### src/rtl/ldcb_pkg.sv
package ldcb_pkg;

   // ==========================================================
   // Logical device numbers and register indices
   localparam logic [7:0] DEV_UART2 = 8'h02;
   localparam logic [7:0] DEV_PRINTER = 8'h03;
   localparam logic [7:0] DEV_ENV = 8'h04;

   localparam logic [7:0] IDX_ACTIVATE = 8'h30;
   localparam logic [7:0] IDX_BASE0_HI = 8'h60;
   localparam logic [7:0] IDX_BASE0_LO = 8'h61;
   localparam logic [7:0] IDX_BASE1_HI = 8'h62;
   localparam logic [7:0] IDX_BASE1_LO = 8'h63;
   localparam logic [7:0] IDX_IRQ = 8'h70;
   localparam logic [7:0] IDX_DMA = 8'h74;
   localparam logic [7:0] IDX_SPECIAL = 8'hf0;
   localparam logic [7:0] IDX_WAKE_STATUS = 8'hf1;
   localparam logic [7:0] IDX_CARD_PINS = 8'hf2;
   localparam logic [7:0] IDX_CARD_DIV = 8'hf3;

   // ==========================================================
   // Values after reset and writable masks
   localparam logic [7:0] RST_WAKE_EN = 8'h00;
   localparam logic [7:0] RST_WAKE_ST = 8'h00;
   localparam logic [7:0] MASK_WAKE_EN = 8'h5f;
   localparam logic [7:0] MASK_WAKE_EVT = 8'h5f;

   // ==========================================================
   // Field positions
   localparam int BIT_ENABLE = 0;
   localparam int BIT_EPP_EN = 0;
   localparam int BIT_ECP_EN = 1;
   localparam int BIT_IRQ_SHARE = 2;
   localparam int BIT_POST_OFF = 3;
   localparam int BIT_EPP_BLOCK = 2;
   localparam int BIT_CARD_PWR_POL = 2;
   localparam int BIT_CARD_PRES_POL = 7;
   localparam int BIT_STANDBY_LOST = 7;

   localparam int PIN_CARD_DET = 5;
   localparam int PIN_STANDBY_OFF = 6;
   localparam int PIN_MAIN_PREV = 7;

   localparam logic [2:0] UART_MODE_STD = 3'b000;
   localparam logic [2:0] UART_MODE_CARD = 3'b100;

   // ==========================================================
   // Plain configuration storage, one entry per register
   localparam int NUM_CFG = 16;
   localparam int E_CARD_PINS = 0;
   localparam int E_CARD_DIV = 1;
   localparam int E_PRN_ACT = 2;
   localparam int E_PRN_B0_HI = 3;
   localparam int E_PRN_B0_LO = 4;
   localparam int E_PRN_B1_HI = 5;
   localparam int E_PRN_B1_LO = 6;
   localparam int E_PRN_IRQ = 7;
   localparam int E_PRN_DMA = 8;
   localparam int E_PRN_SPECIAL = 9;
   localparam int E_ENV_ACT = 10;
   localparam int E_ENV_B0_HI = 11;
   localparam int E_ENV_B0_LO = 12;
   localparam int E_ENV_B1_HI = 13;
   localparam int E_ENV_B1_LO = 14;
   localparam int E_ENV_IRQ = 15;

   typedef logic [7:0] ldcb_byte_t;
   typedef ldcb_byte_t ldcb_tab_t [NUM_CFG];

   localparam ldcb_tab_t CFG_DEV = '{DEV_UART2, DEV_UART2,
      DEV_PRINTER, DEV_PRINTER, DEV_PRINTER, DEV_PRINTER, DEV_PRINTER,
      DEV_PRINTER, DEV_PRINTER, DEV_PRINTER,
      DEV_ENV, DEV_ENV, DEV_ENV, DEV_ENV, DEV_ENV, DEV_ENV};
   localparam ldcb_tab_t CFG_IDX = '{IDX_CARD_PINS, IDX_CARD_DIV,
      IDX_ACTIVATE, IDX_BASE0_HI, IDX_BASE0_LO, IDX_BASE1_HI, IDX_BASE1_LO,
      IDX_IRQ, IDX_DMA, IDX_SPECIAL,
      IDX_ACTIVATE, IDX_BASE0_HI, IDX_BASE0_LO, IDX_BASE1_HI, IDX_BASE1_LO, IDX_IRQ};
   localparam ldcb_tab_t CFG_RST = '{8'h00, 8'h7f,
      8'h00, 8'h03, 8'h78, 8'h07, 8'h78, 8'h07, 8'h03, 8'h03,
      8'h00, 8'h02, 8'h90, 8'h02, 8'h30, 8'h09};
   localparam ldcb_tab_t CFG_MASK = '{8'h07, 8'hff,
      8'h01, 8'h0f, 8'hfc, 8'h0f, 8'hfc, 8'h0f, 8'h07, 8'h0f,
      8'h01, 8'h0f, 8'hf8, 8'h0f, 8'hf8, 8'h0f};

   // ==========================================================
   // Types
   typedef enum logic [1:0] {
      CLK_STOP = 2'b00,
      CLK_3M5 = 2'b01,
      CLK_7M1 = 2'b10,
      CLK_DIVIDED = 2'b11
   } ldcb_card_clk_e;

   typedef struct packed {
      logic [7:0] dev;
      logic [7:0] index;
      logic [7:0] wdata;
      logic wr;
      logic rd;
   } ldcb_req_s;

   typedef struct packed {
      logic active;
      logic power_pol;
      ldcb_card_clk_e clk_sel;
      logic [6:0] divisor;
      logic present_pol;
   } ldcb_card_s;

   typedef struct packed {
      logic enable;
      logic [11:0] base0;
      logic [11:0] base1;
      logic [3:0] irq;
      logic [2:0] dma;
      logic post_off;
      logic irq_share;
      logic ecp_en;
      logic epp_en;
   } ldcb_par_s;

   typedef struct packed {
      logic enable;
      logic [11:0] base;
      logic [11:0] wake_base;
      logic [3:0] irq;
   } ldcb_ec_s;

endpackage : ldcb_pkg

### src/rtl/ldcb_sync.sv
`timescale 1ns/1ps
module ldcb_sync (
   input wire logic core_clk,
   input wire logic reset,
   input wire logic ce,
   input wire logic [7:0] async_in,
   output logic [7:0] stable
);
   import ldcb_pkg::*;

   // ==========================================================
   // Three stages per pin; level taken once stages two and three agree
   genvar g;
   generate
      for (g = 0; g < 8; g++) begin : g_pin
         logic s1_q;
         logic s2_q;
         logic s3_q;
         logic lvl_q;
         assign stable[g] = lvl_q;
         always_ff @(posedge core_clk or posedge reset) begin
            if (reset) begin
               s1_q <= 1'b0;
               s2_q <= 1'b0;
               s3_q <= 1'b0;
               lvl_q <= 1'b0;
            end else if (ce) begin
               s1_q <= async_in[g];
               s2_q <= s1_q;
               s3_q <= s2_q;
               if (s2_q == s3_q) begin
                  lvl_q <= s3_q;
               end
            end
         end
      end
   endgenerate

endmodule : ldcb_sync

### src/rtl/ldcb_bank.sv
//
// Operation
// - Card settings apply only in card mode
// - Index F2h bit 2 sets power polarity
// - Bits 1-0 choose stop, 3.5, 7.1, divided
// - Index F3h holds divisor and presence polarity
// - Printer activate bit 0 enables port
// - Primary base: bits 11:2 writable, rest zero
// - Base low bit 2 forces EPP off
// - Secondary base same layout, own resets
// - Printer interrupt level, four bits
// - Printer DMA channel, three bits
// - Special bit 3 disables boot-progress port
// - Special bit 2 selects interrupt sharing
// - Mode bits: bit 1 ECP, bit 0 EPP
// - Environment activate bit 0 enables controller
// - Environment base: bits 11:3 writable
// - Wake direct base: bits 11:3 writable
// - Environment interrupt level, four bits
// - Standby loss sets bit 7; one clears
// - Wake enable bits per event source
// - Wake status bits report detected events
// - Status bit 7 shows prior main power
// - Card mode is serial mode 100
// - Access input gates wake registers
//
// Added by the designer: the address-and-strobe port.
`timescale 1ns/1ps
module ldcb_bank (
   input wire logic core_clk,
   input wire logic reset,
   input wire logic ce,
   input wire ldcb_pkg::ldcb_req_s bus_req,
   output logic [7:0] rd_data,
   input wire logic [2:0] uart2_mode,
   input wire logic wake_access_en,
   input wire logic [7:0] wake_pins,
   output ldcb_pkg::ldcb_card_s card_cfg,
   output ldcb_pkg::ldcb_par_s par_cfg,
   output ldcb_pkg::ldcb_ec_s ec_cfg,
   output logic pme_event
);
   import ldcb_pkg::*;

   // ==========================================================
   // Pin synchronisers
   logic [7:0] pin_lvl;

   ldcb_sync u_sync (
      .core_clk(core_clk),
      .reset(reset),
      .ce(ce),
      .async_in(wake_pins),
      .stable(pin_lvl)
   );

   // ==========================================================
   // Plain configuration registers
   logic [7:0] cfg_q [NUM_CFG];
   logic [7:0] rd_chain [NUM_CFG+1];
   logic [NUM_CFG-1:0] cfg_hit;

   assign rd_chain[0] = 8'h00;

   genvar g;
   generate
      for (g = 0; g < NUM_CFG; g++) begin : g_cfg
         logic [7:0] cfg_d;
         assign cfg_hit[g] = (bus_req.dev == CFG_DEV[g]) && (bus_req.index == CFG_IDX[g]);
         // Read-only bits are never stored, so they read zero
         assign cfg_d = (bus_req.wr && cfg_hit[g]) ? (bus_req.wdata & CFG_MASK[g])
                        : cfg_q[g];
         assign rd_chain[g+1] = rd_chain[g] | (cfg_hit[g] ? cfg_q[g] : 8'h00);
         always_ff @(posedge core_clk or posedge reset) begin
            if (reset) begin
               cfg_q[g] <= CFG_RST[g];
            end else if (ce) begin
               cfg_q[g] <= cfg_d;
            end
         end
      end
   endgenerate

   // ==========================================================
   // Wake event enable and status
   logic [7:0] wen_q;
   logic [7:0] wen_d;
   logic [7:0] wst_q;
   logic [7:0] wst_d;
   logic [7:0] evt_prev_q;
   logic [7:0] evt_lvl;
   logic [7:0] evt_rise;
   logic hit_wen;
   logic hit_wst;
   logic wr_wen;
   logic rd_wst;
   logic standby_off;
   logic clr_lost;

   assign hit_wen = wake_access_en && (bus_req.dev == DEV_ENV)
                    && (bus_req.index == IDX_SPECIAL);
   assign hit_wst = wake_access_en && (bus_req.dev == DEV_ENV)
                    && (bus_req.index == IDX_WAKE_STATUS);
   assign wr_wen = bus_req.wr && hit_wen;
   assign rd_wst = bus_req.rd && hit_wst;

   // Event pins line up with status bits 6 and 4..0
   assign evt_lvl = {1'b0, pin_lvl[PIN_CARD_DET], 1'b0, pin_lvl[4:0]};
   assign evt_rise = evt_lvl & ~evt_prev_q;

   assign standby_off = pin_lvl[PIN_STANDBY_OFF];
   assign clr_lost = wr_wen && bus_req.wdata[BIT_STANDBY_LOST];

   // Set wins over the software clear
   assign wen_d[BIT_STANDBY_LOST] = standby_off
                                    || (wen_q[BIT_STANDBY_LOST] && !clr_lost);
   assign wen_d[6:0] = wr_wen ? (bus_req.wdata[6:0] & MASK_WAKE_EN[6:0])
                       : wen_q[6:0];

   // Read of status clears events; a new event in that cycle wins
   assign wst_d[6:0] = (wst_q[6:0] & ~{7{rd_wst}})
                       | (evt_rise[6:0] & wen_q[6:0] & MASK_WAKE_EVT[6:0]);
   assign wst_d[7] = pin_lvl[PIN_MAIN_PREV];

   always_ff @(posedge core_clk or posedge reset) begin
      if (reset) begin
         wen_q <= RST_WAKE_EN;
         wst_q <= RST_WAKE_ST;
         evt_prev_q <= 8'h00;
      end else if (ce) begin
         wen_q <= wen_d;
         wst_q <= wst_d;
         evt_prev_q <= evt_lvl;
      end
   end

   // ==========================================================
   // Read path, data in the cycle after the strobe
   logic [7:0] rd_mux;
   logic [7:0] rd_d;

   assign rd_mux = rd_chain[NUM_CFG] | (hit_wen ? wen_q : 8'h00)
                   | (hit_wst ? wst_q : 8'h00);
   assign rd_d = bus_req.rd ? rd_mux : 8'h00;

   always_ff @(posedge core_clk or posedge reset) begin
      if (reset) begin
         rd_data <= 8'h00;
      end else if (ce) begin
         rd_data <= rd_d;
      end
   end

   // ==========================================================
   // Smart card settings
   logic card_mode;
   ldcb_card_s card_d;

   assign card_mode = (uart2_mode == UART_MODE_CARD);
   // Outside card mode the pins see reset settings and a stopped clock
   assign card_d.active = card_mode;
   assign card_d.power_pol = card_mode ? cfg_q[E_CARD_PINS][BIT_CARD_PWR_POL]
                             : CFG_RST[E_CARD_PINS][BIT_CARD_PWR_POL];
   assign card_d.clk_sel = card_mode ? ldcb_card_clk_e'(cfg_q[E_CARD_PINS][1:0])
                           : CLK_STOP;
   assign card_d.divisor = card_mode ? cfg_q[E_CARD_DIV][6:0]
                           : CFG_RST[E_CARD_DIV][6:0];
   assign card_d.present_pol = card_mode ? cfg_q[E_CARD_DIV][BIT_CARD_PRES_POL]
                               : CFG_RST[E_CARD_DIV][BIT_CARD_PRES_POL];

   // ==========================================================
   // Printer port settings
   ldcb_par_s par_d;
   logic [7:0] prn_special;

   assign prn_special = cfg_q[E_PRN_SPECIAL];
   assign par_d.enable = cfg_q[E_PRN_ACT][BIT_ENABLE];
   assign par_d.base0 = {cfg_q[E_PRN_B0_HI][3:0], cfg_q[E_PRN_B0_LO]};
   assign par_d.base1 = {cfg_q[E_PRN_B1_HI][3:0], cfg_q[E_PRN_B1_LO]};
   assign par_d.irq = cfg_q[E_PRN_IRQ][3:0];
   assign par_d.dma = cfg_q[E_PRN_DMA][2:0];
   assign par_d.post_off = prn_special[BIT_POST_OFF];
   assign par_d.irq_share = prn_special[BIT_IRQ_SHARE];
   assign par_d.ecp_en = prn_special[BIT_ECP_EN];
   assign par_d.epp_en = prn_special[BIT_EPP_EN]
                         && !cfg_q[E_PRN_B0_LO][BIT_EPP_BLOCK];

   // ==========================================================
   // Environment controller settings and event output
   ldcb_ec_s ec_d;
   logic pme_d;

   assign ec_d.enable = cfg_q[E_ENV_ACT][BIT_ENABLE];
   assign ec_d.base = {cfg_q[E_ENV_B0_HI][3:0], cfg_q[E_ENV_B0_LO]};
   assign ec_d.wake_base = {cfg_q[E_ENV_B1_HI][3:0], cfg_q[E_ENV_B1_LO]};
   assign ec_d.irq = cfg_q[E_ENV_IRQ][3:0];
   assign pme_d = |(wst_q & wen_q & MASK_WAKE_EVT);

   always_ff @(posedge core_clk or posedge reset) begin
      if (reset) begin
         card_cfg <= '0;
         par_cfg <= '0;
         ec_cfg <= '0;
         pme_event <= 1'b0;
      end else if (ce) begin
         card_cfg <= card_d;
         par_cfg <= par_d;
         ec_cfg <= ec_d;
         pme_event <= pme_d;
      end
   end
endmodule : ldcb_bank

### config.mk
export PLATFORM = sky130hd
export DESIGN_NAME = ldcb_bank
export DESIGN_NICKNAME = d
export VERILOG_FILES = /design/src/rtl/ldcb_pkg.sv /design/src/rtl/ldcb_sync.sv /design/src/rtl/ldcb_bank.sv
export SDC_FILE = /design/constraint.sdc
export NUM_CORES = 1
export LEC_CHECK = 0
export ABC_AREA = 1
export BUFFER_PORTS_ARGS = -buffer_cell sky130_fd_sc_hd__clkbuf_2
export CAP_MARGIN = 10
export CORE_AREA = 2 2 125 139
export DETAILED_ROUTE_END_ITERATION = 8
export DIE_AREA = 0 0 127 141
export GPL_ROUTABILITY_DRIVEN = 0
export GPL_TIMING_DRIVEN = 1
export PLACE_DENSITY_LB_ADDON = 0.15
export SLEW_MARGIN = 20
export SYNTH_ARGS = -nofsm -noshare
export SYNTH_HDL_FRONTEND = slang
export SYNTH_HIERARCHICAL = 1
export SYNTH_SLANG_ARGS = --single-unit
### constraint.sdc
create_clock -name core_clk -period 5.8 [get_ports core_clk]
set_input_delay 0.87 -clock core_clk [delete_from_list [all_inputs] [get_ports core_clk]]
set_output_delay 0.87 -clock core_clk [all_outputs]
set_load 0.03 [all_outputs]
==> impl_metrics.env <==
export IMPL_skew_ns=0.009628
export IMPL_seq_power_share_pct=50.8
export IMPL_track_usage_pct=24.67
export IMPL_critPathMaxFanout=30
export IMPL_first_iter_violations=467
export IMPL_ys_ff_latch=195
export IMPL_p_sw_share_pct=25.15
export IMPL_insertion_delay_ns=0.44
export IMPL_tritoncts="built"
export IMPL_cts_max_level=4
export IMPL_die_height_um=141
export IMPL_max_stage_delay_ns=0.54
export IMPL_fp_row_count=50
export IMPL_cp_top_family="simple AND/OR/NAND/NOR gates"
export IMPL_grt_ovfl_total=0
export IMPL_status="finished, final reports clean"
export IMPL_syn_area_um2=8917
export IMPL_drive_gt1_share_pct=21.43
export IMPL_internal_power_uw=2138
export IMPL_core_area_um2=16640
export IMPL_layout_nets=1185
export IMPL_slew_limit_headroom_pct=45.89
export IMPL_ant_nets=0
export IMPL_grt_max_degree=115
export IMPL_numCtsBuffers=17
export IMPL_yosys_warnings=6
export IMPL_cp_common_cell="nand2_1"
export IMPL_diodes=0
export IMPL_grt_pass1_vias=6646
export IMPL_wl_mm=21.03
export IMPL_num_vias=6968
export IMPL_die_area_um2=17910
export IMPL_worst_slew_pin_slew_ns=0.8117
export IMPL_cts_resized_gates=0
export IMPL_grt_pass1_wl_mm=34.40
export IMPL_finalCoreUtilization_pct=60.34
export IMPL_finalSetupViolCount=0
export IMPL_hold_buffers=0
export IMPL_postCtsSetupRepairBufs=0
export IMPL_areaGrowthSynthToFinish_pct=12.60
export IMPL_io_pin_count=127
export IMPL_p_leak_uw=0.005196
export IMPL_clkSinkCount=195
export IMPL_min_path_type="flop to flop"
export IMPL_clkTransAtPathRegs_ns=0.07
export IMPL_port_buffers=116
export IMPL_ir_drop_v=0.0002339
export IMPL_synthDistinctLibCells=34
export IMPL_ys_seq_area_share_pct=55.21
export IMPL_drt_met1_wl_mm=9.235
export IMPL_start_kind="primary input"
export IMPL_syn_inst=1050
export IMPL_crit_required_ns=6.17
export IMPL_syn_avg_cell_area_um2=8.493
export IMPL_finalCritPeriodShare_pct=40.15
export IMPL_regArea_um2=4923
export IMPL_root_buffer="clkbuf_16"
export IMPL_initial_core_util_pct=53.59
export IMPL_end_kind="flop"
export IMPL_netSwitchingPower_uw=718.3
export IMPL_drc=0
export IMPL_antenna_found_initial=0
export IMPL_rsz0062_at_grt="false"
export IMPL_wl_per_cell_um=15.41
export IMPL_timing_fmax_mhz=429.4
export IMPL_synth_area_top_cells="dfrtp_1, nand2_1, dfstp_2, o21ai_0, inv_1"
export IMPL_hold_violations=0
export IMPL_drv_slew=0
export IMPL_fillers=1517
export IMPL_synth_largest_area_cell="dfrtp_1"
export IMPL_maxCapViolations=0
export IMPL_via_per_inst=5.105
export IMPL_p_comb_share_pct=8.0
export IMPL_cp_data_arrival_time_ns=2.70
export IMPL_path_buf_inv=2
export IMPL_multi_input_area_um2=3186
export IMPL_cts_path_max_buffers=2
export IMPL_met3_length_um=947
export IMPL_synth_top_area_share_pct=44.90
export IMPL_clkPwrFrac_pct=41.3
export IMPL_cpMaxStageDelayCell="nand2_1"
export IMPL_die_x_um=127
export IMPL_power_density_nw_per_um2=284.4
export IMPL_path_cells="buf_4, nand2_1, clkinv_2, nand2_1, nand2_1, o21ai_2"
export IMPL_wl_met2_mm=10.10
export IMPL_top_layer_used="met4"
export IMPL_crit_type="primary input to flop"
export IMPL_min_period_ns=2.329
export IMPL_setup_tns_ns=0
export IMPL_drtPass1Iterations=5
export IMPL_hpwl_mm=14.78
## flip-flops by register name, indices dropped and copies added (netlist names)
name,count
prn_special,4
card_cfg,12
par_cfg,32
rd_data,8
u_sync/g_pin.lvl_q,8
u_sync/g_pin.s1_q,8
u_sync/g_pin.s2_q,8
ec_cfg,23
wst_q,8
cfg_q,62
u_sync/g_pin.s3_q,8
evt_prev_q,6
wen_q,7
pme_event,1
## cell usage after synthesis, drive strengths merged
cell and n:
conb 1, o32ai 2, clkinv 2, o22ai 10, and3 1, dfstp 35
dfrtp 160, a21oi 10, o21ai 121, buf 39, clkbuf 15, o31ai 2
nand3 66, a22o 1, nor2 73, a221oi 1, inv 121, nand4 6
o21a 7, nand2 377
## worst paths after layout
kind | from | end | slack, ns | cells after the start
setup / recovery | ce | cfg_q[78] | 3.47 | 6
hold / removal | par_cfg[17] | par_cfg[17] | 0.47 | 2
setup reg to reg | cfg_q[116] | rd_data[4] | 4.61 | 6
hold reg to reg | par_cfg[17] | par_cfg[17] | 0.47 | 2
max in group asynchronous | reset | prn_special[3] | 4.13 | 3
min in group asynchronous | reset | u_sync/g_pin[5].s1_q | 0.57 | 3
## routing by layer
metal | GRT usage [%] | up-vias
met4 | 11.51 | 0
met5 | 0 | -
li1 | - | 3456
met2 | 39.33 | 197
met3 | 5.123 | 42
met1 | 32.58 | 3273
## stage by stage
step           power, µW  hold slack (ns)  setup WS, ns  instance area, µm²  std cells
2_1_floorplan       1660           0.4420        0.5829                8951       1059
3_3_place_gp        1699           0.4537         3.111                9450       1333
3_5_place_dp        1706           0.4607         3.048                9450       1333
4_1_cts             2878           0.4753         3.499               10040       1365
5_1_grt             2975           0.4951         3.298               10040       1365
6_report            2856           0.4705         3.471               10040       1365
## cells by family (layout without fill, tap and decap cells)
group,after synthesis,after routing,share of synthesized area [%]
AO/OA/AOI/OAI,154,154,9.710
buffers and inverters,177,275,9.443
flip-flops,195,195,55.21
other,1,10,0.04205
AND/OR/NAND/NOR,523,523,25.59
## power by group through the flow
stage / Combinational (µW) / Sequential, µW / Clock [µW]
5_1_grt: 262 / 1460 / 1250
6_report: 228 / 1450 / 1180
3_3_place_gp: 226 / 1470 / 0
3_5_place_dp: 230 / 1480 / 0
2_1_floorplan: 166 / 1490 / 0
4_1_cts: 232 / 1450 / 1200
## layout by cell type, fill, tap and decap left out, types with 12 or more instances in the layout
cell and n:
nand3_1 60, clkbuf_2 115, nor2_1 52, inv_1 116
dfrtp_1 160, nand2_1 359, dfstp_2 35, o21ai_1 16
nand2_2 18, clkbuf_16 17, o21ai_0 93, nor2_4 14
o21ai_2 12
## cell type report
| type | count | share of cell area [%] |
|---|---|---|
| clock buffer | 21 | 4.586 |
| clock inverter | 11 | 1.271 |
| inverter | 123 | 4.685 |
| multi-input combinational | 687 | 31.73 |
| sequential | 195 | 49.03 |
| tap | 208 | 2.592 |
| timing repair buffer | 120 | 6.106 |
## worst register-to-register path: stages, from the launching register on
cell and delay (ns):
dfstp_2 0.53, inv_1 0.06, o21ai_0 0.25, nor2_1 0.08, nand3_1 0.09, nand2_1 0.06, nand2_1 0.07
(Power assumes the default switching activity.)
